### config.mk
export PLATFORM = sky130hd
export DESIGN_NAME = bpg_bert
export DESIGN_NICKNAME = d
export VERILOG_FILES = /design/src/pkg/bpg_pkg.sv /design/src/hdl/bpg_bert.sv
export SDC_FILE = /design/constraint.sdc
export NUM_CORES = 1
export LEC_CHECK = 0
export BUFFER_PORTS_ARGS = -buffer_cell sky130_fd_sc_hd__buf_2
export CELL_PAD_IN_SITES_DETAIL_PLACEMENT = 2
export CELL_PAD_IN_SITES_GLOBAL_PLACEMENT = 2
export CORE_UTILIZATION = 40
export DETAILED_ROUTE_END_ITERATION = 10
export GPL_TIMING_DRIVEN = 1
export PLACE_DENSITY = 0.86
export RECOVER_POWER = 25
export SYNTH_ARGS = -nofsm -noshare
export SYNTH_HDL_FRONTEND = slang
export SYNTH_SLANG_ARGS = --single-unit
### constraint.sdc
create_clock -name clk -period 3.8 [get_ports clk]
set_clock_uncertainty 0.05 [all_clocks]
set_input_delay 0.19 -clock clk [delete_from_list [all_inputs] [get_ports clk]]
set_output_delay 0.19 -clock clk [all_outputs]
set_load 0.03 [all_outputs]
### src/pkg/bpg_pkg.sv
// Constants, register layout and types for the bit-error-rate test block
package bpg_pkg;

    // ==========================================================
    // Register byte offsets
    localparam logic [7:0] OFS_CTRL = 8'h00;
    localparam logic [7:0] OFS_SEED = 8'h04;
    localparam logic [7:0] OFS_LIVE = 8'h08;
    localparam logic [7:0] OFS_LATCHED = 8'h0C;
    localparam logic [7:0] OFS_IRQ_EN = 8'h10;
    localparam logic [7:0] OFS_BIT_COUNT = 8'h14;
    localparam logic [7:0] OFS_ERR_COUNT = 8'h18;

    // ==========================================================
    // Flag positions in live, latched and enable registers
    localparam int FLG_PERF = 0;
    localparam int FLG_BITERR = 1;
    localparam int FLG_NONZERO = 2;
    localparam int FLG_SYNC = 3;
    localparam int NUM_FLAGS = 4;

    // ==========================================================
    // Generator and sync figures
    localparam int GEN_W = 32;
    localparam int QUASI_RANDOM_MODE_TAP_A = 16;
    localparam int QUASI_RANDOM_MODE_TAP_B = 19;
    localparam int QUASI_RANDOM_MODE_ZERO_RUN = 14;
    localparam logic [4:0] SYNC_LAST = 5'd31;
    localparam logic [5:0] WIN_LAST = 6'd63;
    localparam logic [2:0] RESYNC_ERRS = 3'd6;
    localparam logic [2:0] WIN_ERR_MAX = 3'd7;
    localparam logic [31:0] CTRL_RESET = 32'h0000_0000;
    localparam logic [31:0] SEED_RESET = 32'hFFFF_FFFF;

    // ==========================================================
    // Control register layout, bit 0 at the bottom
    typedef struct packed {
        logic [8:0] reserved;
        logic [2:0] errRate;
        logic [4:0] tapY;
        logic [4:0] lenN;
        logic perfUpdateRequest;
        logic singleErrReq;
        logic rxPatternLoad;
        logic txPatternLoad;
        logic writeOneClearSel;
        logic manualSel;
        logic resyncDisable;
        logic invert;
        logic repetitive;
        logic quasiRandomMode;
    } bpg_ctrl_s;

    typedef enum logic [1:0] {
        RX_LOAD = 2'b00,
        RX_CHECK = 2'b01,
        RX_SYNC = 2'b10
    } bpg_rx_e;

endpackage

### src/hdl/bpg_bert.sv
// Bit-error-rate pattern generator and checker with APB registers
//
// Local design decisions: the placing of the registers and the APB slave port.
`timescale 1ns/1ps
module bpg_bert
    import bpg_pkg::*;
#(
    parameter int BIT_CNT_W = 32,
    parameter int ERR_CNT_W = 24
) (
    // Clock, reset, enable
    input wire logic clk,
    input wire logic rstn,
    input wire logic ce,
    // APB slave
    input wire logic psel,
    input wire logic penable,
    input wire logic pwrite,
    input wire logic [7:0] paddr,
    input wire logic [31:0] pwdata,
    output logic [31:0] prdata,
    output logic pready,
    output logic pslverr,
    // Transmit payload
    input wire logic txValid,
    output logic txBit,
    // Receive payload
    input wire logic rxValid,
    input wire logic rxBit,
    // Manual error input and interrupt
    input wire logic manualErrorInsertIn,
    output logic irqN
);

    // ==========================================================
    // Helper functions
    function automatic logic [31:0] len_mask(input logic [4:0] lenN);
        len_mask = 32'hFFFF_FFFF >> (5'd31 - lenN);
    endfunction
    function automatic logic pat_feedback(input logic [31:0] sr, input bpg_ctrl_s c);
        logic f;
        f = 1'b0;
        if (c.repetitive) begin
            f = sr[c.lenN];
        end else begin
            if (c.quasiRandomMode) begin
                f = sr[QUASI_RANDOM_MODE_TAP_A] ^ sr[QUASI_RANDOM_MODE_TAP_B];
            end else begin
                f = sr[c.lenN] ^ sr[c.tapY];
            end
            if (sr[GEN_W-2:0] == '0) begin
                f = 1'b1;
            end
        end
        pat_feedback = f;
    endfunction
    function automatic logic pat_output(input logic [31:0] sr, input bpg_ctrl_s c);
        pat_output = pat_feedback(sr, c);
        if (c.quasiRandomMode && !c.repetitive && sr[QUASI_RANDOM_MODE_ZERO_RUN-1:0] == '0) begin
            pat_output = 1'b1;
        end
    endfunction
    function automatic logic [23:0] pow10(input logic [2:0] n);
        case (n)
            3'd1: pow10 = 24'd10;
            3'd2: pow10 = 24'd100;
            3'd3: pow10 = 24'd1000;
            3'd4: pow10 = 24'd10000;
            3'd5: pow10 = 24'd100000;
            3'd6: pow10 = 24'd1000000;
            3'd7: pow10 = 24'd10000000;
            default: pow10 = 24'd0;
        endcase
    endfunction

    // ==========================================================
    // Register bus
    bpg_ctrl_s ctrl;
    bpg_ctrl_s wrCtrl;
    logic [31:0] seed;
    logic [NUM_FLAGS-1:0] latched;
    logic [NUM_FLAGS-1:0] irqEn;
    logic [NUM_FLAGS-1:0] events;
    logic [NUM_FLAGS-1:0] clearMask;
    logic [NUM_FLAGS-1:0] live;
    logic [BIT_CNT_W-1:0] bitCnt;
    logic [BIT_CNT_W-1:0] bitCountHeld;
    logic [ERR_CNT_W-1:0] errCnt;
    logic [ERR_CNT_W-1:0] errCountHeld;
    logic [31:0] rdMux;
    logic mapped;
    logic wrAcc;
    logic rdAcc;
    logic perfReq;
    logic singleReq;
    assign wrCtrl = bpg_ctrl_s'(pwdata);
    assign wrAcc = psel && penable && pwrite;
    assign rdAcc = psel && penable && !pwrite;
    assign pready = 1'b1;
    assign perfReq = ce && wrAcc && paddr == OFS_CTRL && wrCtrl.perfUpdateRequest;
    assign singleReq = ce && wrAcc && paddr == OFS_CTRL && wrCtrl.singleErrReq;
    always_comb begin
        rdMux = '0;
        mapped = 1'b1;
        case (paddr)
            OFS_CTRL: rdMux = ctrl;
            OFS_SEED: rdMux = seed;
            OFS_LIVE: rdMux[NUM_FLAGS-1:0] = live;
            OFS_LATCHED: rdMux[NUM_FLAGS-1:0] = latched;
            OFS_IRQ_EN: rdMux[NUM_FLAGS-1:0] = irqEn;
            OFS_BIT_COUNT: rdMux[BIT_CNT_W-1:0] = bitCountHeld;
            OFS_ERR_COUNT: rdMux[ERR_CNT_W-1:0] = errCountHeld;
            default: mapped = 1'b0;
        endcase
    end
    assign pslverr = psel && penable && !mapped;
    // Read data is captured in the setup cycle so it comes from a flop
    always_ff @(posedge clk or negedge rstn) begin
        if (!rstn) begin
            prdata <= '0;
        end else if (ce && psel && !penable) begin
            prdata <= rdMux;
        end
    end

    always_ff @(posedge clk or negedge rstn) begin
        if (!rstn) begin
            ctrl <= bpg_ctrl_s'(CTRL_RESET);
            seed <= SEED_RESET;
            irqEn <= '0;
        end else if (ce && wrAcc) begin
            case (paddr)
                OFS_CTRL: begin
                    ctrl <= wrCtrl;
                    ctrl.reserved <= '0;
                    ctrl.perfUpdateRequest <= 1'b0;
                    ctrl.singleErrReq <= 1'b0;
                end
                OFS_SEED: seed <= pwdata;
                OFS_IRQ_EN: irqEn <= pwdata[NUM_FLAGS-1:0];
                default: ;
            endcase
        end
    end

    // ==========================================================
    // Latched flags and interrupt
    logic perfStat;
    logic nzPrev;
    logic oosPrev;
    logic outOfSync;
    logic errorCountNonzero;
    logic rxMismatch;
    logic countBit;
    assign errorCountNonzero = errCnt != '0;
    assign live = {outOfSync, errorCountNonzero, countBit && rxMismatch, perfStat};
    assign events[FLG_PERF] = perfReq;
    assign events[FLG_BITERR] = countBit && rxMismatch;
    assign events[FLG_NONZERO] = errorCountNonzero && !nzPrev;
    assign events[FLG_SYNC] = outOfSync && !oosPrev;
    always_comb begin
        clearMask = '0;
        if (ce && paddr == OFS_LATCHED) begin
            if (ctrl.writeOneClearSel && wrAcc) begin
                clearMask = pwdata[NUM_FLAGS-1:0];
            end else if (!ctrl.writeOneClearSel && rdAcc) begin
                clearMask = prdata[NUM_FLAGS-1:0];
            end
        end
    end

    always_ff @(posedge clk or negedge rstn) begin
        if (!rstn) begin
            latched <= '0;
            perfStat <= 1'b0;
            nzPrev <= 1'b0;
            oosPrev <= 1'b1;
        end else if (ce) begin
            // A new event wins over a clear in the same cycle
            latched <= (latched & ~clearMask) | events;
            perfStat <= perfReq;
            nzPrev <= errorCountNonzero;
            oosPrev <= outOfSync;
        end
    end
    assign irqN = !(|(latched & irqEn));

    // ==========================================================
    // Transmit generator and error insertion
    logic [31:0] txSr;
    logic txLoadPrev;
    logic txLoadRise;
    logic [2:0] manSync;
    logic manEdge;
    logic errPending;
    logic [23:0] rateCnt;
    logic rateHit;
    assign txLoadRise = ctrl.txPatternLoad && !txLoadPrev;
    assign manEdge = manSync[2] ^ manSync[1];
    assign rateHit = ctrl.errRate != '0 && rateCnt == pow10(ctrl.errRate) - 24'd1;
    always_ff @(posedge clk or negedge rstn) begin
        if (!rstn) begin
            manSync <= '0;
        end else if (ce) begin
            manSync <= {manSync[1:0], manualErrorInsertIn};
        end
    end
    always_ff @(posedge clk or negedge rstn) begin
        if (!rstn) begin
            errPending <= 1'b0;
        end else if (ce) begin
            errPending <= (errPending && !txValid)
                || (ctrl.manualSel ? manEdge : singleReq);
        end
    end

    always_ff @(posedge clk or negedge rstn) begin
        if (!rstn) begin
            rateCnt <= '0;
        end else if (ce && txValid) begin
            if (ctrl.errRate == '0 || rateHit) begin
                rateCnt <= '0;
            end else begin
                rateCnt <= rateCnt + 24'd1;
            end
        end
    end
    always_ff @(posedge clk or negedge rstn) begin
        if (!rstn) begin
            txSr <= '0;
            txLoadPrev <= 1'b0;
            txBit <= 1'b0;
        end else if (ce) begin
            txLoadPrev <= ctrl.txPatternLoad;
            if (txLoadRise) begin
                txSr <= seed & len_mask(ctrl.lenN);
            end else if (txValid) begin
                txSr <= {txSr[GEN_W-2:0], pat_feedback(txSr, ctrl)};
                txBit <= pat_output(txSr, ctrl) ^ (errPending || rateHit)
                    ^ ctrl.invert;
            end
        end
    end

    // ==========================================================
    // Receive sync machine
    bpg_rx_e rxState;
    logic [31:0] rxSr;
    logic [31:0] rxShiftIn;
    logic [4:0] rxCnt;
    logic [5:0] winCnt;
    logic [2:0] winErr;
    logic rxLoadPrev;
    logic rxLoadRise;
    logic repHit;
    logic resyncHit;
    assign rxLoadRise = ctrl.rxPatternLoad && !rxLoadPrev;
    assign rxShiftIn = {rxSr[GEN_W-2:0], rxBit};
    assign repHit = (rxShiftIn & len_mask(ctrl.lenN)) == (seed & len_mask(ctrl.lenN));
    assign rxMismatch = rxBit != pat_output(rxSr, ctrl);
    assign outOfSync = rxState != RX_SYNC;
    assign countBit = ce && rxValid && !outOfSync;
    assign resyncHit = rxMismatch && winErr >= RESYNC_ERRS - 3'd1
        && !ctrl.resyncDisable;
    always_ff @(posedge clk or negedge rstn) begin
        if (!rstn) begin
            rxLoadPrev <= 1'b0;
        end else if (ce) begin
            rxLoadPrev <= ctrl.rxPatternLoad;
        end
    end

    always_ff @(posedge clk or negedge rstn) begin
        if (!rstn) begin
            rxState <= RX_LOAD;
            rxSr <= '0;
            rxCnt <= '0;
        end else if (ce) begin
            if (rxLoadRise) begin
                rxState <= RX_LOAD;
                rxCnt <= '0;
            end else if (rxValid) begin
                case (rxState)
                    RX_LOAD: begin
                        rxSr <= rxShiftIn;
                        rxCnt <= rxCnt + 5'd1;
                        if (ctrl.repetitive ? repHit : rxCnt == SYNC_LAST) begin
                            rxState <= RX_CHECK;
                            rxCnt <= '0;
                        end
                    end
                    RX_CHECK: begin
                        rxSr <= {rxSr[GEN_W-2:0], pat_feedback(rxSr, ctrl)};
                        rxCnt <= rxCnt + 5'd1;
                        if (rxMismatch) begin
                            rxState <= RX_LOAD;
                            rxCnt <= '0;
                        end else if (rxCnt == SYNC_LAST) begin
                            rxState <= RX_SYNC;
                        end
                    end
                    RX_SYNC: begin
                        rxSr <= {rxSr[GEN_W-2:0], pat_feedback(rxSr, ctrl)};
                        if (resyncHit) begin
                            rxState <= RX_LOAD;
                            rxCnt <= '0;
                        end
                    end
                    default: rxState <= RX_LOAD;
                endcase
            end
        end
    end
    // Mismatch count within the current 64-bit window
    always_ff @(posedge clk or negedge rstn) begin
        if (!rstn) begin
            winCnt <= '0;
            winErr <= '0;
        end else if (ce) begin
            if (outOfSync) begin
                winCnt <= '0;
                winErr <= '0;
            end else if (rxValid) begin
                winCnt <= winCnt + 6'd1;
                if (winCnt == WIN_LAST) begin
                    winErr <= '0;
                end else if (rxMismatch && winErr != WIN_ERR_MAX) begin
                    winErr <= winErr + 3'd1;
                end
            end
        end
    end

    // ==========================================================
    // Counters and monitor update
    always_ff @(posedge clk or negedge rstn) begin
        if (!rstn) begin
            bitCnt <= '0;
            errCnt <= '0;
            bitCountHeld <= '0;
            errCountHeld <= '0;
        end else if (ce) begin
            if (perfReq) begin
                bitCountHeld <= bitCnt;
                errCountHeld <= errCnt;
                bitCnt <= BIT_CNT_W'(countBit);
                errCnt <= ERR_CNT_W'(countBit && rxMismatch);
            end else if (countBit) begin
                bitCnt <= bitCnt + 1'b1;
                if (rxMismatch) begin
                    errCnt <= errCnt + 1'b1;
                end
            end
        end
    end
endmodule

### After elaboration in Yosys (flattened, before gate mapping)

Index checks and enable logic that the tools add are counted.

* register bits after elaboration: 319
* input port bits: 50
* output and inout bits: 36
* word-level logic and storage cells: 221

* bitwise gates (word level): 15
* $lt $le $gt $ge: 3
* add/sub/neg operators: 8
* reductions and logical operators: 78
* equal/unequal tests: 25
* shift-type cells: 1
* mux-type cells: 57

Operators with widths (count)
* 24-bit one-hot mux with 7 select lines: 1
* 32-bit two-way mux: 4
* 24-bit two-way mux: 4
* 20-bit one-hot mux with 4 select lines: 1
* 32-bit bitwise AND: 2
* 32-bit one-hot mux with 2 select lines: 1
* 31-bit logical NOT: 2
* 24-bit by 1-bit adder with 24-bit output, second input constant: 2
* 32-bit by 1-bit adder with 32-bit output, second input constant: 1
* 32-bit == test: 1
* 32-bit by 5-bit >> shifter with 32-bit output, first input constant: 1
* 1-bit logical AND: 29
* 14-bit logical NOT: 2
* 4-bit one-hot mux with 7 select lines: 1
* 5-bit two-way mux: 5
* 24-bit == test: 1
* 8-bit by 5-bit == test with 1-bit output, second input constant: 3
* 24-bit nonzero test: 1
* 24-bit by 1-bit subtractor with 24-bit output, second input constant: 1
* 1-bit binary-select mux with 5-bit select: 4
* 1-bit two-way mux: 18
* 8-bit by 4-bit == test with 1-bit output, second input constant: 2
* 8-bit one-hot mux with 2 select lines: 1
* 5-bit one-hot mux with 3 select lines: 1
* 43 further kinds: 98

### Depth between registers and ports, before layout

* depth in word-level cells: 14
* depth in mapped cells: 17
* mapped depth without buffers: 13

### Least setup slack after synthesis

No wires, ideal clock.

* kind: register to register
* start: reg ctrl[20] (netlist name)
* end: reg rateCnt[10]
* data required time: 3.618 ns
* data arrival time: 3.269 ns
* path slack: 0.349 ns
* library setup time: 0.132 ns
* period minus slack after synthesis: 3.451 ns
* buffers on the path: 5
* stages on the path, launching flop included: 16
* cells stage by stage: dfrtp_1 -> clkbuf_1 -> clkbuf_1 -> buf_1 -> nand2_1 -> ha_1 -> clkbuf_1 -> o32a_1 -> o311ai_0 -> a21oi_1 -> nor4bb_1 -> and4_1 -> or2_2 -> and2_1 -> clkbuf_1 -> nor2_1

* cells in the longest elaborated chain, start to end: 7
* elaborated cells between the ends (all ways): 15
* classes of those cells: 1 x add/sub; 8 x eq/ne; 2 x mux; 4 x reduce/logical

Ends and longest elaborated chain
* from (decl): line bpg_bert.sv:78 `bpg_ctrl_s ctrl;`
* from (signal assigned): line bpg_bert.sv:128 `ctrl <= bpg_ctrl_s'(CTRL_RESET);`
* from (signal assigned): line bpg_bert.sv:134 `ctrl <= wrCtrl;`
* 3-bit == test, or another cell as far along: line bpg_bert.sv:64 `case (n)`
* 24-bit one-hot mux with 7 select lines: line bpg_bert.sv:64
* 24-bit by 1-bit subtractor with 24-bit output: line bpg_bert.sv:200 `assign rateHit = ctrl.errRate != '0 && rateCnt == pow10(ctrl.errRate) - 24'd1;`
* 24-bit == test: line bpg_bert.sv:200
* 1-bit logical AND: line bpg_bert.sv:200
* 1-bit logical OR (*): line bpg_bert.sv:221 `if (ctrl.errRate == '0 || rateHit) begin`
* 24-bit two-way mux (*): line bpg_bert.sv:221
* to (signal assigned): line bpg_bert.sv:224 `rateCnt <= rateCnt + 24'd1;`
* to (decl): line bpg_bert.sv:196 `logic [23:0] rateCnt;`

Every way passes the cells marked *; elsewhere a longest branch is shown, timed or not.
A chain may end at the register's enable or synchronous reset.

### Worst setup path in the final report

* start: reg ctrl[11] (netlist name)
* end: reg rxState[1]

* cells in the longest elaborated chain, start to end: 12
* elaborated cells between the ends (all ways): 24
* classes of those cells: 1 x add/sub; 5 x eq/ne; 1 x shift; 11 x mux; 3 x bitwise; 3 x reduce/logical

Ends and longest elaborated chain
* branches (longest 12 deep; another with 5-bit subtractor)
* to (signal assigned): line bpg_bert.sv:280 `rxState <= RX_LOAD;`
* to (signal assigned): line bpg_bert.sv:296 `rxState <= RX_LOAD;`
* to (signal assigned): line bpg_bert.sv:299 `rxState <= RX_SYNC;`
* to (decl): line bpg_bert.sv:247 `bpg_rx_e rxState;`

Several ways; the timed one is not identified. The select of a mux whose other input is x is not followed.

==> results.txt <==
----------------------------------------------------
[Detailed routing]
  Final Routed Wirelength ... 71.9 mm
  Final routed wire length divided by cell count ... 27.3 µm
  First-iteration detailed-routing DRC count ... 1229
  Residual antenna-violating net count after detailed routing ... 0
  Total DRC errors in the routed layout ... 0
  Via-per-instance ratio ... 6.17
  Via count of the routed design ... 16259
  Drt pass-1 iters ... 7

[Clocking]
  Cell at the root of the clock tree ... clkbuf_16
  TritonCTS clock tree ... done
  CTS sink count ... 319
  Worst-Skew Late Latency ... 0.59 ns
  Cts bufs inserted ... 39
  Worst-path clk slew ... 0.06 ns
  Maximum clock insertion buffer count ... 3
  H-tree depth ... 2

[Worst setup path]
  Reg2reg end ... rxState[1]
  CP arrival ... 4.09 ns
  Critical path startpoint category ... flip-flop
  Type of element capturing the critical path ... flip-flop
  Critical register-to-register path startpoint ... ctrl[11]
  Number of cells on the worst reg-to-reg path ... 11
  Crit Path Max Fanout ... 14
  Required @ worst endpoint ... 4.24 ns
  Startpoint-to-endpoint class of the critical path ... reg2reg
  R2R Setup Slk ... 0.15 ns

[Yosys]
  Synthesized area per cell ... 9.23 µm²
  Number of standard cells after synthesis ... 1924
  Leading cell types by count after synthesis ... 366 x nand2_1, 286 x dfrtp_1, 156 x o21ai_0
  Cell area after technology mapping ... 17800 µm²
  Sequential cell area fraction in the yosys report ... 0.452
  Syn nets ... 1989
  #FFs+latches synth ... 319
  Yosys cell types ... 79
  Largest cells by area after synthesis ... dfrtp_1 40%, nand2_1 7.7%, mux2_2 5.9%
  Most instantiated flip-flop cell in the synthesis netlist ... dfrtp_1
  Async set-or-reset flop fraction in the synthesized netlist ... 1.00
  Number of synthesis warnings ... 0
  Most frequently used cell type in the post-synthesis netlist ... nand2_1
  Library cell with the largest summed area after synthesis ... dfrtp_1
  Area share of the leading cell type in the synthesized netlist ... 0.403
  Number of enable-type register cells in the synthesized netlist ... 0

[Placement]
  Half-perimeter wire length of the detailed placement result ... 47.7 mm
  Last weighted congestion value of the routability-driven placer ... 0.915
  I/O Buffers ... 84
  Number of placed cells counting well taps ... 2530

[Global route]
  Number of antenna violations at the first check in global routing ... 1
  Global route total overflow ... 0
  Global Route met1 Usage ... 0.412
  Global-route track usage on met2 ... 0.553
  Via count of the first global-routing pass ... 17945
  Total GRT Usage ... 0.325
  Layer carrying the most global-route usage ... met2
  Largest net degree at the start of global routing ... 103
  Met3 track demand over resource ... 0.0499
  Wire length of the first global-routing pass ... 111 mm

[Timing]
  Max Fclk ... 0.274 GHz
  Measured slew at the worst slew-check pin ... 2.08 ns
  Shortest clock period the worst path allows after layout ... 3.65 ns
  RSZ-0062 raised after global routing ... false
  Total count of hold-check failures in the final report ... 0
  Final slew viol count ... 77
  Final total negative setup slack ... 0 ns
  Setup violation total in the final timing report ... 0
  Worst slew margin relative to its limit ... -0.388
  Worst-case hold slack ... 0.0655 ns
  Final Cycle Share ... 0.960

[Final layout]
  Finished Core Util ... 0.476
  Finished Layout Cells ... 2636
  Nets ... 2086
  Number of diodes added for antenna fixing ... 0
  Area Overhead vs Synth ... 16.4%
  Number of fill cells ... 4632
  Layout cell share with drive strength beyond 1 ... 0.186
  Total area of sequential cells ... 8030 µm²
  Area used by multi-input combinational logic ... 9100 µm²

[Floorplanning]
  Starting density of the core ... 0.408
  Vertical die dimension ... 213 µm
  Core Footprint ... 43500 µm²
  Total Die Area ... 45200 µm²
  Standard-cell rows ... 76
  Ports placed on the boundary ... 86
  Horizontal die dimension ... 213 µm

[Run status]
  Result of the run ... complete, but fails checks
  Violations in the final reports ... capacitance limit, slew limit

[Worst hold path]
  Worst hold path stage count ... 3
  Capture endpoint of the worst hold path ... txBit
  Launch instance of the worst min-delay path ... txValid
  Class of the worst hold path ... in2reg

[Power]
  Power per Cell Area ... 519 nW/µm²
  Leakage Power ... 9.19 nW
  Worst IR Drop VDD ... 231 µV

[Job]
  Number of violations of the max-capacitance limit ... 1

----------------------------------------------------
-- layer usage --
layer  wire length (µm)  vias to the layer above  part of all wire
li1                   -                     7056                 -
met1              30200                     8570              0.42
met2              35500                      470              0.49
met3               3280                      161             0.046
met4               2820                        2             0.039
met5                 14                        -           0.00019
-- layout by cell type (no fill, tap or decap), types with 7 or more instances in the layout --
cell type      synthesis  final
o211ai_1              18     18
o22ai_1               12     12
a22oi_1               25     25
inv_1                 38     38
o31ai_1                9      9
nor3_1                25     23
ha_1                  15     15
nor2_1               136    136
nor3b_1                8      8
mux4_2                25     25
dfstp_2               33     33
nand3_1               52     52
or3_1                 19     19
nand2_1              366    365
nand3b_1               7      7
dfrtp_1              286    285
dlygate4sd3_1          0     35
a31oi_1               13     13
clkbuf_16              0     39
and2_1                 9      9
buf_2                  8     83
buf_4                  2     61
and4_1                 7      7
mux2i_1               43     43
or4_1                 15     15
and3_1                32     31
nor2b_1               17     17
xor2_1                39     39
a221oi_1              15     15
nand4_1               32     32
a21oi_1               75     75
mux2_2                93     93
nor4_1                24     24
clkbuf_1              98     10
xnor2_1               32     31
o21ai_0              156    156
nand2b_1              20     19
-- flip-flops by register name (all words and copies together) (netlist names), 2 cells and up --
| name | flops |
|---|---|
| seed | 32 |
| manSync | 3 |
| rateCnt | 24 |
| rxCnt | 5 |
| winCnt | 6 |
| txSr | 32 |
| irqEn | 4 |
| bitCnt | 32 |
| latched | 4 |
| errCnt | 24 |
| ctrl | 21 |
| winErr | 3 |
| errCountHeld | 24 |
| prdata | 32 |
| bitCountHeld | 32 |
| rxState | 2 |
| rxSr | 32 |
-- worst max-delay path by stage --
| stage | from | to | slack (ns) | cells past startpoint |
|---|---|---|---|---|
| global placement | ctrl[11] | rxState[1] | 0.17 | 11 |
| detailed placement | ctrl[10] | rxCnt[4] | 0.09 | 11 |
| CTS | ctrl[10] | rxCnt[4] | 0.07 | 11 |
| finish | ctrl[11] | rxState[1] | 0.15 | 11 |
| global route | ctrl[22] | rateCnt[22] | 0.02 | 12 |
| floorplan | ctrl[20] | rateCnt[10] | 0.35 | 15 |
-- metrics by stage --
stage	instance area (µm²)	power (mW)	setup WS (ns)
2_1_floorplan	17800	5.57	0.349
3_3_place_gp	19000	6.44	0.169
3_5_place_dp	19000	6.58	0.0943
4_1_cts	20700	10.6	0.0653
5_1_grt	20700	11.1	0.0239
6_report	20700	10.7	0.150
-- critical path: stages (launching register included) --
cell and delay, ns:
dfrtp_1 0.54, buf_4 0.29, or2_2 0.36, nand2_1 0.11
o2111ai_1 0.19, a21oi_1 0.19, nor2b_1 0.09, a2111oi_0 0.51
nand4_1 0.30, a32o_1 0.35, or3b_1 0.40, o211ai_1 0.18
-- repair_timing --
item                                   CTS  global route
hold buffers                            35             0
setup buffers                            0             0
endpoints found under the hold margin  133             0
setup endpoints to repair                0            25
gates resized for setup                  0             2
-- kinds of logic after synthesis --
logic type,share of synthesized area
AND/OR/NAND/NOR,0.205
other,0.000211
XOR/XNOR,0.0350
buffers and inverters,0.0374
adder cells (fa/ha/maj),0.0123
flip-flops,0.452
multiplexers,0.116
AO/OA/AOI/OAI,0.142
-- report_power, final --
group	switching [mW]	leakage, nW	total, mW	internal, mW
clock network	1.69	0.650	4.04	2.36
logic	1.33	4.36	2.31	0.988
registers	0.608	4.18	4.36	3.76
-- layout make-up --
| type | instances | area share |
|---|---|---|
| clock inverters | 17 | 0.0125 |
| flip-flops and latches | 319 | 0.388 |
| repair buffers | 186 | 0.0641 |
| inverters | 38 | 0.00690 |
| multi-input cells | 1437 | 0.440 |
| well taps | 585 | 0.0354 |
| clock buffers | 54 | 0.0524 |
Power figures use the tool's default switching activity.
